===== src/hdl/usb_err_pkg.sv =====
package usb_err_pkg;

    // ------------------------------------------------------------
    // Register map (byte addresses)
    // ------------------------------------------------------------
    localparam logic [7:0] ERR_FLAGS_OFS  = 8'h00;  // Error flag word, write one to clear
    localparam logic [7:0] ERR_MASK_OFS   = 8'h04;  // Interrupt mask, same layout
    localparam logic [7:0] CTRL_OFS       = 8'h08;  // Mode control
    localparam logic [7:0] ERR_FLAGS_RST  = 8'h00;
    localparam logic [7:0] ERR_MASK_RST   = 8'h00;

    // ------------------------------------------------------------
    // Flag positions
    // ------------------------------------------------------------
    localparam int PID_BIT   = 0;
    localparam int CRC5_BIT  = 1;  // End-of-frame flag in host mode
    localparam int CRC16_BIT = 2;
    localparam int DFN_BIT   = 3;
    localparam int BTO_BIT   = 4;
    localparam int DMA_BIT   = 5;
    localparam int BMX_BIT   = 6;
    localparam int BTS_BIT   = 7;
    localparam int HOST_BIT  = 0;  // Position in control register

    // ------------------------------------------------------------
    // Timing
    // ------------------------------------------------------------
    localparam int TURNAROUND_BIT_TIMES = 16;

    // Bus slave states
    typedef enum logic [1:0] {
        BUS_IDLE = 2'b01,
        BUS_DATA = 2'b10
    } bus_state_t;

endpackage : usb_err_pkg


===== src/hdl/err_event_if.sv =====
interface err_event_if;
    logic [7:0] set;     // One pulse per event, flag layout
    logic       timeout; // Turnaround time-out detected
    modport source (output timeout, input set);
    modport sink   (input timeout, output set);
endinterface : err_event_if


===== src/hdl/turnaround_timer.sv =====
module turnaround_timer
    import usb_err_pkg::*;
#(
    parameter int BIT_CYCLES = 4
) (
    input  wire logic mclk,
    input  wire logic sys_rst,
    input  wire logic eop_seen,
    input  wire logic bus_active,
    input  wire logic expect_resp,
    err_event_if.source evt
);
    // Counter is sixteen bits wide, so the limit must fit in it
    if (BIT_CYCLES < 1 || BIT_CYCLES > 4095) begin : g_bad_cycles
        $error("BIT_CYCLES out of range");
    end

    localparam int LIMIT = TURNAROUND_BIT_TIMES * BIT_CYCLES;

    logic [15:0] idle_q;
    logic        arm_q;
    logic        fire;

    // ------------------------------------------------------------
    // Idle counter since the last end of packet
    // ------------------------------------------------------------
    // Fires once when idle exceeds sixteen bit times without reply
    assign fire        = arm_q && !bus_active && (idle_q == 16'(LIMIT));
    assign evt.timeout = fire;

    always_ff @(posedge mclk or posedge sys_rst) begin
        if (sys_rst) begin
            idle_q <= 16'h0000;
            arm_q  <= 1'b0;
        end else if (eop_seen) begin
            idle_q <= 16'h0000;
            arm_q  <= expect_resp;
        end else if (bus_active || fire) begin
            idle_q <= 16'h0000;
            arm_q  <= 1'b0;  // A reply or the fire ends the wait
        end else if (arm_q) begin
            idle_q <= idle_q + 16'h0001;
        end
    end
endmodule : turnaround_timer


===== src/hdl/usb_error_status_flags.sv =====
// Behaviour
// - Bit stuff violation rejects the packet and sets flag bit 7.
// - Invalid descriptor table or buffer address sets flag bit 6.
// - Late system bus grant causing overflow or underflow sets bit 5.
// - Received data packet truncated by a small buffer also sets bit 5.
// - Over 16 bit times idle after end of packet without reply sets bit 4.
// - Data field not a whole number of bytes sets bit 3.
// - CRC16 failure rejects the data packet and sets bit 2.
// - Host mode: busy when frame countdown reaches zero sets bit 1.
// - Flags set only by hardware; write one clears, zero keeps.
// - Bits 31 to 8 read zero; all flags cleared at reset.
//
// Local design decisions: the AHB-Lite slave port and the register offsets.
module usb_error_status_flags
    import usb_err_pkg::*;
#(
    parameter int BIT_CYCLES = 4  // Module clock cycles per full-speed bit
) (
    input  wire logic        mclk,
    input  wire logic        sys_rst,
    // AHB-Lite slave
    input  wire logic        hsel,
    input  wire logic [31:0] haddr,
    input  wire logic [1:0]  htrans,
    input  wire logic        hwrite,
    input  wire logic [2:0]  hsize,
    input  wire logic [31:0] hwdata,
    input  wire logic        hready,
    output logic      [31:0] hrdata,
    output logic             hreadyout,
    output logic             hresp,
    // Error events from the serial engine and DMA, one-cycle pulses
    input  wire logic        rx_packet_end,
    input  wire logic        bit_stuff_err,
    input  wire logic        crc16_bad,
    input  wire logic        crc5_bad,
    input  wire logic        pid_check_bad,
    input  wire logic        partial_byte,
    input  wire logic        addr_invalid,
    input  wire logic        dma_late,
    input  wire logic        rx_truncated,
    input  wire logic        sof_count_zero,
    input  wire logic        link_busy,
    input  wire logic        eop_seen,
    input  wire logic        expect_resp,
    // Outputs
    output logic             packet_reject,
    output logic             host_mode,
    output logic             err_irq
);
    import usb_err_pkg::*;

    // ------------------------------------------------------------
    // Parameter guard
    // ------------------------------------------------------------
    // The idle counter is sixteen bits; longer bit times would wrap it
    if (BIT_CYCLES < 1 || BIT_CYCLES > 4095) begin : g_bad_cycles
        $error("BIT_CYCLES out of range");
    end

    // ------------------------------------------------------------
    // Event collection
    // ------------------------------------------------------------
    err_event_if evt ();

    turnaround_timer #(
        .BIT_CYCLES  (BIT_CYCLES)
    ) u_timer (
        .mclk        (mclk),
        .sys_rst     (sys_rst),
        .eop_seen    (eop_seen),
        .bus_active  (link_busy),
        .expect_resp (expect_resp),
        .evt         (evt)
    );

    logic       host_q;
    logic [7:0] flags_q;
    logic [7:0] mask_q;
    logic       reject_q;
    logic [7:0] set_vec;

    // Per-flag hardware set terms
    assign set_vec[BTS_BIT]   = bit_stuff_err;
    assign set_vec[BMX_BIT]   = addr_invalid;
    assign set_vec[DMA_BIT]   = dma_late || rx_truncated;
    assign set_vec[BTO_BIT]   = evt.timeout;
    assign set_vec[DFN_BIT]   = rx_packet_end && partial_byte;
    assign set_vec[CRC16_BIT] = crc16_bad;
    // Bit 1 meaning follows the mode; the mode bit picks the source
    assign set_vec[CRC5_BIT]  = host_q ? (sof_count_zero && link_busy)
                                       : crc5_bad;
    assign set_vec[PID_BIT]   = pid_check_bad;
    assign evt.set            = set_vec;

    // ------------------------------------------------------------
    // AHB-Lite slave: one address phase, zero-wait data phase
    // ------------------------------------------------------------
    bus_state_t  st_q;
    logic [7:0]  addr_q;
    logic        wr_q;
    logic        take;
    logic        wr_flags;
    logic        wr_mask;
    logic        wr_ctrl;
    logic [7:0]  clr_vec;
    logic [31:0] rd_mux;

    // Only a selected, ready, non-idle transfer is captured
    assign take      = hsel && hready && htrans[1];
    assign hreadyout = 1'b1;
    assign hresp     = 1'b0;

    assign wr_flags  = (st_q == BUS_DATA) && wr_q && (addr_q == ERR_FLAGS_OFS);
    assign wr_mask   = (st_q == BUS_DATA) && wr_q && (addr_q == ERR_MASK_OFS);
    assign wr_ctrl   = (st_q == BUS_DATA) && wr_q && (addr_q == CTRL_OFS);
    assign clr_vec   = wr_flags ? hwdata[7:0] : 8'h00;

    // Register readback; unmapped offsets and bits 31 to 8 read zero
    function automatic logic [31:0] reg_word(
        input logic [7:0] ofs,
        input logic [7:0] flags,
        input logic [7:0] mask,
        input logic       host
    );
        case (ofs)
            ERR_FLAGS_OFS: reg_word = {24'h000000, flags};
            ERR_MASK_OFS:  reg_word = {24'h000000, mask};
            CTRL_OFS:      reg_word = {31'h00000000, host};
            default:       reg_word = 32'h00000000;
        endcase
    endfunction : reg_word

    // Decoded in the address phase, registered for the data phase
    assign rd_mux = reg_word(haddr[7:0], flags_q, mask_q, host_q);

    always_ff @(posedge mclk or posedge sys_rst) begin
        if (sys_rst) begin
            st_q   <= BUS_IDLE;
            addr_q <= 8'h00;
            wr_q   <= 1'b0;
        end else begin
            st_q   <= take ? BUS_DATA : BUS_IDLE;
            addr_q <= take ? haddr[7:0] : addr_q;
            wr_q   <= take && hwrite;
        end
    end

    // Read data registered for the data phase following the address
    always_ff @(posedge mclk or posedge sys_rst) begin
        if (sys_rst) begin
            hrdata <= 32'h00000000;
        end else begin
            case (st_q)
                BUS_IDLE: hrdata <= 32'h00000000;
                BUS_DATA: hrdata <= hrdata;
                default:  hrdata <= 32'h00000000;
            endcase
            if (take && !hwrite) begin
                hrdata <= rd_mux;
            end
        end
    end

    // ------------------------------------------------------------
    // Flag, mask and control registers
    // ------------------------------------------------------------
    // Set is ORed after the clear so a coincident error survives
    always_ff @(posedge mclk or posedge sys_rst) begin
        if (sys_rst) begin
            flags_q <= ERR_FLAGS_RST;
        end else begin
            flags_q <= (flags_q & ~clr_vec) | evt.set;
        end
    end

    always_ff @(posedge mclk or posedge sys_rst) begin
        if (sys_rst) begin
            mask_q <= ERR_MASK_RST;
            host_q <= 1'b0;
        end else begin
            mask_q <= wr_mask ? hwdata[7:0] : mask_q;
            host_q <= wr_ctrl ? hwdata[HOST_BIT] : host_q;
        end
    end

    // Packets with stuffing or CRC16 faults are discarded downstream
    always_ff @(posedge mclk or posedge sys_rst) begin
        if (sys_rst) begin
            reject_q <= 1'b0;
        end else begin
            reject_q <= bit_stuff_err || crc16_bad;
        end
    end

    assign packet_reject = reject_q;
    assign host_mode     = host_q;
    assign err_irq       = |(flags_q & mask_q);
endmodule : usb_error_status_flags

===== config.mk =====
export PLATFORM = sky130hd
export DESIGN_NAME = usb_error_status_flags
export DESIGN_NICKNAME = d
export VERILOG_FILES = /design/src/hdl/usb_err_pkg.sv /design/src/hdl/err_event_if.sv /design/src/hdl/turnaround_timer.sv /design/src/hdl/usb_error_status_flags.sv
export SDC_FILE = /design/constraint.sdc
export NUM_CORES = 1
export LEC_CHECK = 0
export ABC_AREA = 1
export ABC_CLOCK_PERIOD_IN_PS = 2900
export BUFFER_PORTS_ARGS = -buffer_cell sky130_fd_sc_hd__buf_2
export CORE_MARGIN = 2
export CORE_UTILIZATION = 51
export DETAILED_ROUTE_END_ITERATION = 12
export GPL_ROUTABILITY_DRIVEN = 0
export PLACE_DENSITY = 0.92
export SYNTH_ARGS = -nofsm -noshare
export SYNTH_HDL_FRONTEND = slang
export SYNTH_SLANG_ARGS = --single-unit

===== constraint.sdc =====
create_clock -name mclk -period 2.9 [get_ports mclk]
set_clock_uncertainty 0.1 [all_clocks]
set_input_delay 0.58 -clock mclk [delete_from_list [all_inputs] [get_ports mclk]]
set_output_delay 0.58 -clock mclk [all_outputs]
set_load 0.02 [all_outputs]

==> qor.csv, run 1 <==
stage,metric,value,unit
timing,fmax,0.4901,GHz
status,status,completed,
timing,Slew @ Worst Pin,0.6033,ns
synth,sequential fraction of the synthesis area,47.14,%
floorplan,chip height,79.01,µm
clock_network,CTS H-Tree Depth,2,
synth,"Distinct cells, synth",30,
floorplan,Die W,79.01,µm
clock_network,clk sink count,54,
run,# Max-Cap Violations,0,
synth,Syn Inst Count,374,
critical_path,CP Data Arrival Time,1.36,ns
placed_design,port buffer count,45,
timing,Rel. slew slack,59.72,%
timing,setup repair after global routing missed its margin,no,
timing,fin crit period,2.040,ns
floorplan,Initial Utilization,52.42,%
layout,most frequent cells in the layout,"nand2_1, dfrtp_1, nor2_1",
timing,final cycle utilization of the critical path,70.36,%
power_and_ir_drop,PwrDens,437.4,mW/mm²
grt,vias in the first global route,2307,
timing,Final setup viols,0,
synth,Main synth FF type,dfrtp_1,
critical_path,Worst Setup End Kind,primary output,
critical_path,Crit Path Class,flip-flop to primary output,
clock_network,Clock transition at path regs,0.10,ns
synth,synth warn,0,
hold_path,worst hold-check path type,input pin to async pin,
floorplan,io pins,124,
clock_network,Skew-Pair Late Insertion Delay,0.32,ns
route,initial drt markers,138,
critical_path,reg2reg path depth,5,
route,final WL,5712,µm
grt,GRT Total Usage,19.33,%
synth,#FFs+latches synth,54,
grt,first-pass GRT wire length,9556,µm
layout,share of post-route cells with drive strength above 1,17.26,%
timing,Fin. Hold Viols,0,
synth,"EDFF count, synth",0,
floorplan,Rows,27,
layout,antenna cells,0,
floorplan,core area,0.005473,mm²
clock_network,postcts setup bufs,0,
route,Via Count,2439,
grt,initial antenna violation count,0,
layout,fin util,57.93,%
route,DR pass1 iterations,4,
route,Routed Antenna Nets,0,
placed_design,dpl hpwl,4397,µm
clock_network,Hold Buf Count CTS,0,
grt,GRT Residual Overflow,0,
synth,"Async S/R FF share, synth",100.0,%
power_and_ir_drop,LEAKAGE,1.653,nW
clock_network,TritonCTS buffer count,5,
timing,fin. max-slew vios,0,
layout,Total Nets Final,511,
route,Residual DRC,0,
critical_path,Required @ worst endpoint,2.22,ns
timing,hold_ws,0.2225,ns
layout,"leading cell type in the layout, fill and taps excluded",nand2_1,
floorplan,Die ar.,0.006242,mm²
power_and_ir_drop,peak supply drop,236.4,µV
route,vias per cell,4.927,
route,wire length per cell,11.54,µm
clock_network,Bufs on Longest Clock Path,2,
critical_path,worst-path fanout max,3,
synth,Mean Syn Cell Area,7.671,µm²
clock_network,TritonCTS clock tree,built,
layout,Area growth syn-to-layout,10.51,%
clock_network,Post-CTS Resized,0,
critical_path,startpoint types,flip-flop,
synth,Post-Syn Area,0.002869,mm²
timing,total negative setup slack,0,ns
clock_network,Root Buffer,clkbuf_8,
grt,largest net degree at the start of global routing,31,
## area by class of cell
| type | count | area (µm²) |
|---|---|---|
| Timing Repair Buffer | 48 | 247.7 |
| Clock inverter | 2 | 16.27 |
| Tap cell | 72 | 90.09 |
| Clock buffer | 6 | 82.58 |
| Sequential cell | 54 | 1353 |
| Fill cell | 482 | 2302 |
| Multi-Input combinational cell | 270 | 1220 |
| Inverter | 43 | 161.4 |
## routing by layer
metal | vias up | routed length, µm | track usage, %
met3 | 11 | 282 | 4.091
li1 | 1208 | - | -
met4 | 0 | 116 | 8.103
met1 | 1148 | 2294 | 20.71
met2 | 72 | 3019 | 36.44
met5 | - | 0 | 0
## report_power, final
group / internal (mW) / switching (mW) / total [mW] / leakage (nW)
Clock: 0.197 / 0.255 / 0.452 / 0.0478
Sequential: 0.776 / 0.0157 / 0.791 / 0.652
Combinational: 0.0428 / 0.101 / 0.143 / 0.953
## cells by family after synthesis
logic type	Yosys count	share of synthesized area, %
AND/OR/NAND/NOR	201	29.74
AO/OA/AOI/OAI	34	6.367
other	2	0.2618
buffers and inverters	74	13.48
flip-flops	54	47.14
XOR/XNOR	7	2.137
adder cells (fa/ha/maj)	2	0.8721
## Yosys cell counts (2+ instances only)
| cell | instances | area share, % |
|---|---|---|
| buf_2 | 3 | 0.52 |
| xnor2_1 | 3 | 0.92 |
| o21ai_1 | 15 | 2.6 |
| buf_4 | 26 | 6.8 |
| nand2_2 | 6 | 1.3 |
| nand2_1 | 104 | 14 |
| inv_2 | 2 | 0.26 |
| nor2_2 | 3 | 0.65 |
| nor3_2 | 2 | 0.70 |
| xor2_1 | 4 | 1.2 |
| a221oi_1 | 2 | 0.61 |
| inv_1 | 40 | 5.2 |
| dfrtp_1 | 53 | 46 |
| nor3_1 | 5 | 0.87 |
| o21ai_0 | 11 | 1.9 |
| ha_1 | 2 | 0.87 |
| conb_1 | 2 | 0.26 |
| nand3_1 | 19 | 3.3 |
| nand4_1 | 7 | 1.5 |
| a21oi_1 | 4 | 0.70 |
| nor2_1 | 52 | 6.8 |
## through the flow
step | power [mW] | cells | cell area, µm² | setup WS [ns]
6_report | 1.387 | 495 | 3171 | 0.8595
4_1_cts | 1.393 | 495 | 3171 | 0.8499
5_1_grt | 1.448 | 495 | 3171 | 0.7496
2_1_floorplan | 0.9288 | 398 | 2959 | 0.9071
3_5_place_dp | 0.9499 | 487 | 3072 | 0.9901
3_3_place_gp | 0.9430 | 487 | 3072 | 1.022
## state kept, by name (all words and copies together) (netlist names)
signal,count
hrdata,8
wr_q,1
mask_q,8
flags_q,8
packet_reject,1
st_q,2
addr_q,8
host_mode,1
u_timer.idle_q,16
u_timer.arm_q,1
## worst max-delay path, stage by stage (launching register included)
cell and delay (ns):
dfrtp_1 0.42, nand2_1 0.09, nand2_1 0.05, a221oi_1 0.22, nand2_1 0.09, buf_2 0.17
## worst paths after layout
kind / from / endpoint / slack, ns
setup / recovery: flags_q[0] / err_irq / 0.86
hold / removal: sys_rst / addr_q[0] / 0.22
setup reg to reg: addr_q[0] / flags_q[4] / 1.32
hold reg to reg: hrdata[5] / hrdata[5] / 0.38
max in group asynchronous: sys_rst / packet_reject / 1.83
min in group mclk: addr_invalid / flags_q[6] / 0.35
Note: power is estimated with default switching activity, not from simulation.
==> run 2: changes to the inputs <==
Settings changed: ABC_AREA 1 to 0, ABC_CLOCK_PERIOD_IN_PS 2900 to 1650, CORE_UTILIZATION 51 to 42, PLACE_DENSITY 0.92 to 0.83.
Clock period 2.9 ns to 1.65 ns, I/O delays scaled along.
==> run 2 against run 1 <==
The run now ends with negative setup slack left. Cell count fell by 20%. Global-route usage fell by 3.1 points. Largest cell class unchanged. First-iteration DRC count fell by 57%. Critical path depth fell by 1. Total power rose by 92%. Worst hold slack got worse by 0.13 ns. Wire length rose by 0.65%. Highest routed layer unchanged. Sequential cell count did not move. Die area rose by 12%. Setup slack got worse by 1.1 ns. Utilization fell by 1.1 points. Area after synthesis fell by 7.5%.
==> qor.csv, run 2 <==
stage,metric,value,unit
clock_network,Root Buffer,clkbuf_8,
layout,Area growth syn-to-layout,29.06,%
floorplan,Initial Utilization,44.02,%
synth,most frequent cell after synthesis,dfrtp_1,
synth,"EDFF count, synth",0,
grt,GRT Residual Overflow,0,
floorplan,io pins,124,
layout,"Most flops, register",u_timer.idle_q,
timing,final cycle utilization of the critical path,117.1,%
status,status,"complete, but fails checks",
critical_path,Crit Path Class,flip-flop to flip-flop,
critical_path,Required @ worst endpoint,1.77,ns
synth,Area contributors post-synth,"dfrtp_1, buf_4, mux2_2, xnor2_1, nor2_1",
status,failing checks,negative setup slack,
route,Via Count,1962,
hold_path,worst hold-check path type,input pin to flip-flop,
critical_path,CP Data Arrival Time,2.05,ns
clock_network,CTS H-Tree Depth,2,
synth,#FFs+latches synth,54,
layout,share of post-route cells with drive strength above 1,43.44,%
timing,fin crit period,1.931,ns
clock_network,Bufs on Longest Clock Path,2,
route,vias per cell,4.967,
layout,Total Nets Final,408,
synth,most frequent cells after synthesis,"dfrtp_1, nor2_1, buf_4",
synth,top-area cell type share of the netlist area,50.00,%
layout,"leading cell type in the layout, fill and taps excluded",dfrtp_1,
timing,hold_ws,0.08757,ns
grt,GRT Total Usage,16.19,%
critical_path,Worst Setup End Kind,flip-flop,
critical_path,FF-to-FF Start,addr_q[0],
synth,Syn Inst Count,240,
grt,first-pass GRT wire length,9156,µm
hold_path,hold_sp,rx_truncated,
synth,"Async S/R FF share, synth",100.0,%
floorplan,Die ar.,0.006967,mm²
critical_path,worst-path fanout max,8,
critical_path,startpoint types,flip-flop,
timing,Fin. Hold Viols,0,
power_and_ir_drop,LEAKAGE,1.551,nW
grt,largest net degree at the start of global routing,27,
route,Routed Antenna Nets,0,
synth,sequential fraction of the synthesis area,50.99,%
placed_design,port buffer count,45,
floorplan,Rows,28,
layout,max reg flops,16,
power_and_ir_drop,peak supply drop,437.5,µV
power_and_ir_drop,Overall Power,2.664,mW
clock_network,clk sink count,54,
placed_design,worst setup slack after placement,-0.3031,ns
layout,antenna cells,0,
power_and_ir_drop,PwrDens,778.2,mW/mm²
clock_network,Skew-Pair Late Insertion Delay,0.32,ns
synth,Main synth FF type,dfrtp_1,
route,wire length per cell,14.55,µm
route,Residual DRC,0,
timing,fmax,0.5178,GHz
floorplan,core area,0.006026,mm²
route,final WL,5749,µm
layout,fin util,56.81,%
grt,initial antenna violation count,0,
synth,synth warn,0,
clock_network,TritonCTS buffer count,5,
synth,Post-Syn Area,0.002653,mm²
route,initial drt markers,60,
floorplan,chip height,83.47,µm
grt,vias in the first global route,1913,
clock_network,Clock transition at path regs,0.11,ns
timing,fin. max-slew vios,0,
layout,most frequent cells in the layout,"dfrtp_1, buf_2, buf_4",
synth,"Distinct cells, synth",37,
critical_path,crit path from,addr_q[0],
placed_design,dpl hpwl,4098,µm
timing,Final setup viols,34,
floorplan,Die W,83.47,µm
clock_network,TritonCTS clock tree,built,
timing,final worst slack,-0.2814,ns
synth,Mean Syn Cell Area,11.05,µm²
timing,setup repair after global routing missed its margin,yes,
run,# Max-Cap Violations,0,
route,DR pass1 iterations,4,
synth,largest area contributor in the netlist,dfrtp_1,
==> run 2: cell count changes in the layout (fill, tap and decap cells not counted), moves of 8 or more <==
cell     change
inv_1       -35
mux2i_1      +9
mux2_2      +16
xnor2_1      +9
o21ai_0     -11
buf_4       +27
nand2_1     -96
nor2_1      -41
o21ai_1     -14
nand3_1      -8
==> run 2: worst max-delay path: stages (launching register included) <==
cell and delay, ns:
dfrtp_1 0.39, or4b_4 0.55, nor3_4 0.21, nand4b_4 0.24, mux2_4 0.35
==> run 2: layer usage <==
metal / up-vias / track usage (%) / share of wire, %
li1: 955 / - / -
met1: 952 / 20.63 / 43
met2: 49 / 28.37 / 52
met3: 6 / 3.264 / 4.0
met4: 0 / 3.959 / 0.99
met5: - / 0 / 0
==> run 2: repair_timing <==
| action | CTS | global route |
|---|---|---|
| cloned | 0 | 1 |
| hold buffers | 1 | 0 |
| pin swaps | 6 | 20 |
| buffers inserted | 6 | 5 |
| resized for setup | 6 | 40 |
| hold endpoints to repair | 13 | 0 |
| endpoints found under the setup margin | 20 | 35 |
==> run 2: path summary, 6_finish.rpt <==
kind,endpoint,depth (start not counted),slack [ns]
worst max-delay path,mask_q[0],4,-0.28
worst min-delay path,flags_q[5],2,0.09
min in group asynchronous,u_timer.idle_q[15],3,0.44
worst max register to register,mask_q[0],4,-0.28
worst min register to register,hrdata[1],1,0.41
max in group asynchronous,hrdata[5],4,0.51
==> run 2: final cells by class <==
| cell class | count | area, µm² |
|---|---|---|
| multi-input cells | 171 | 1309 |
| flip-flops and latches | 54 | 1353 |
| inverters | 7 | 30.03 |
| fillers | 513 | 2603 |
| clock buffers | 5 | 68.82 |
| clock inverters | 3 | 48.80 |
| repair buffers | 80 | 520.5 |
| well taps | 75 | 93.84 |
==> run 2: logic make-up (layout without fill, tap and decap cells) <==
logic type | count (synthesis) | count (layout) | synth area share (%)
buffers and inverters | 39 | 95 | 9.198
muxes | 26 | 26 | 10.75
DFF | 54 | 54 | 50.99
xor gates and xnor gates | 15 | 15 | 4.953
adders and majority gates | 2 | 2 | 0.9432
AOI/OAI and AO/OA | 24 | 24 | 6.934
and+or+nand+nor | 78 | 78 | 15.94
other | 2 | 26 | 0.2831
==> run 2: power by group <==
part           total [mW]  internal (mW)  switching, mW  leakage, nW
Sequential           1.43           1.38         0.0476        0.670
Clock               0.913          0.462          0.451       0.0563
Combinational       0.325          0.140          0.185        0.824
Total                2.66           1.98          0.683         1.55
==> run 2: metrics by stage <==
stage | setup TNS (ns) | instances | cell area (µm²)
6_report | -4.383 | 395 | 3423
5_1_grt | -8.131 | 395 | 3423
4_1_cts | -3.773 | 390 | 3244
3_5_place_dp | -4.765 | 375 | 3043
3_3_place_gp | -4.238 | 375 | 3043
2_1_floorplan | -2.772 | 264 | 2766
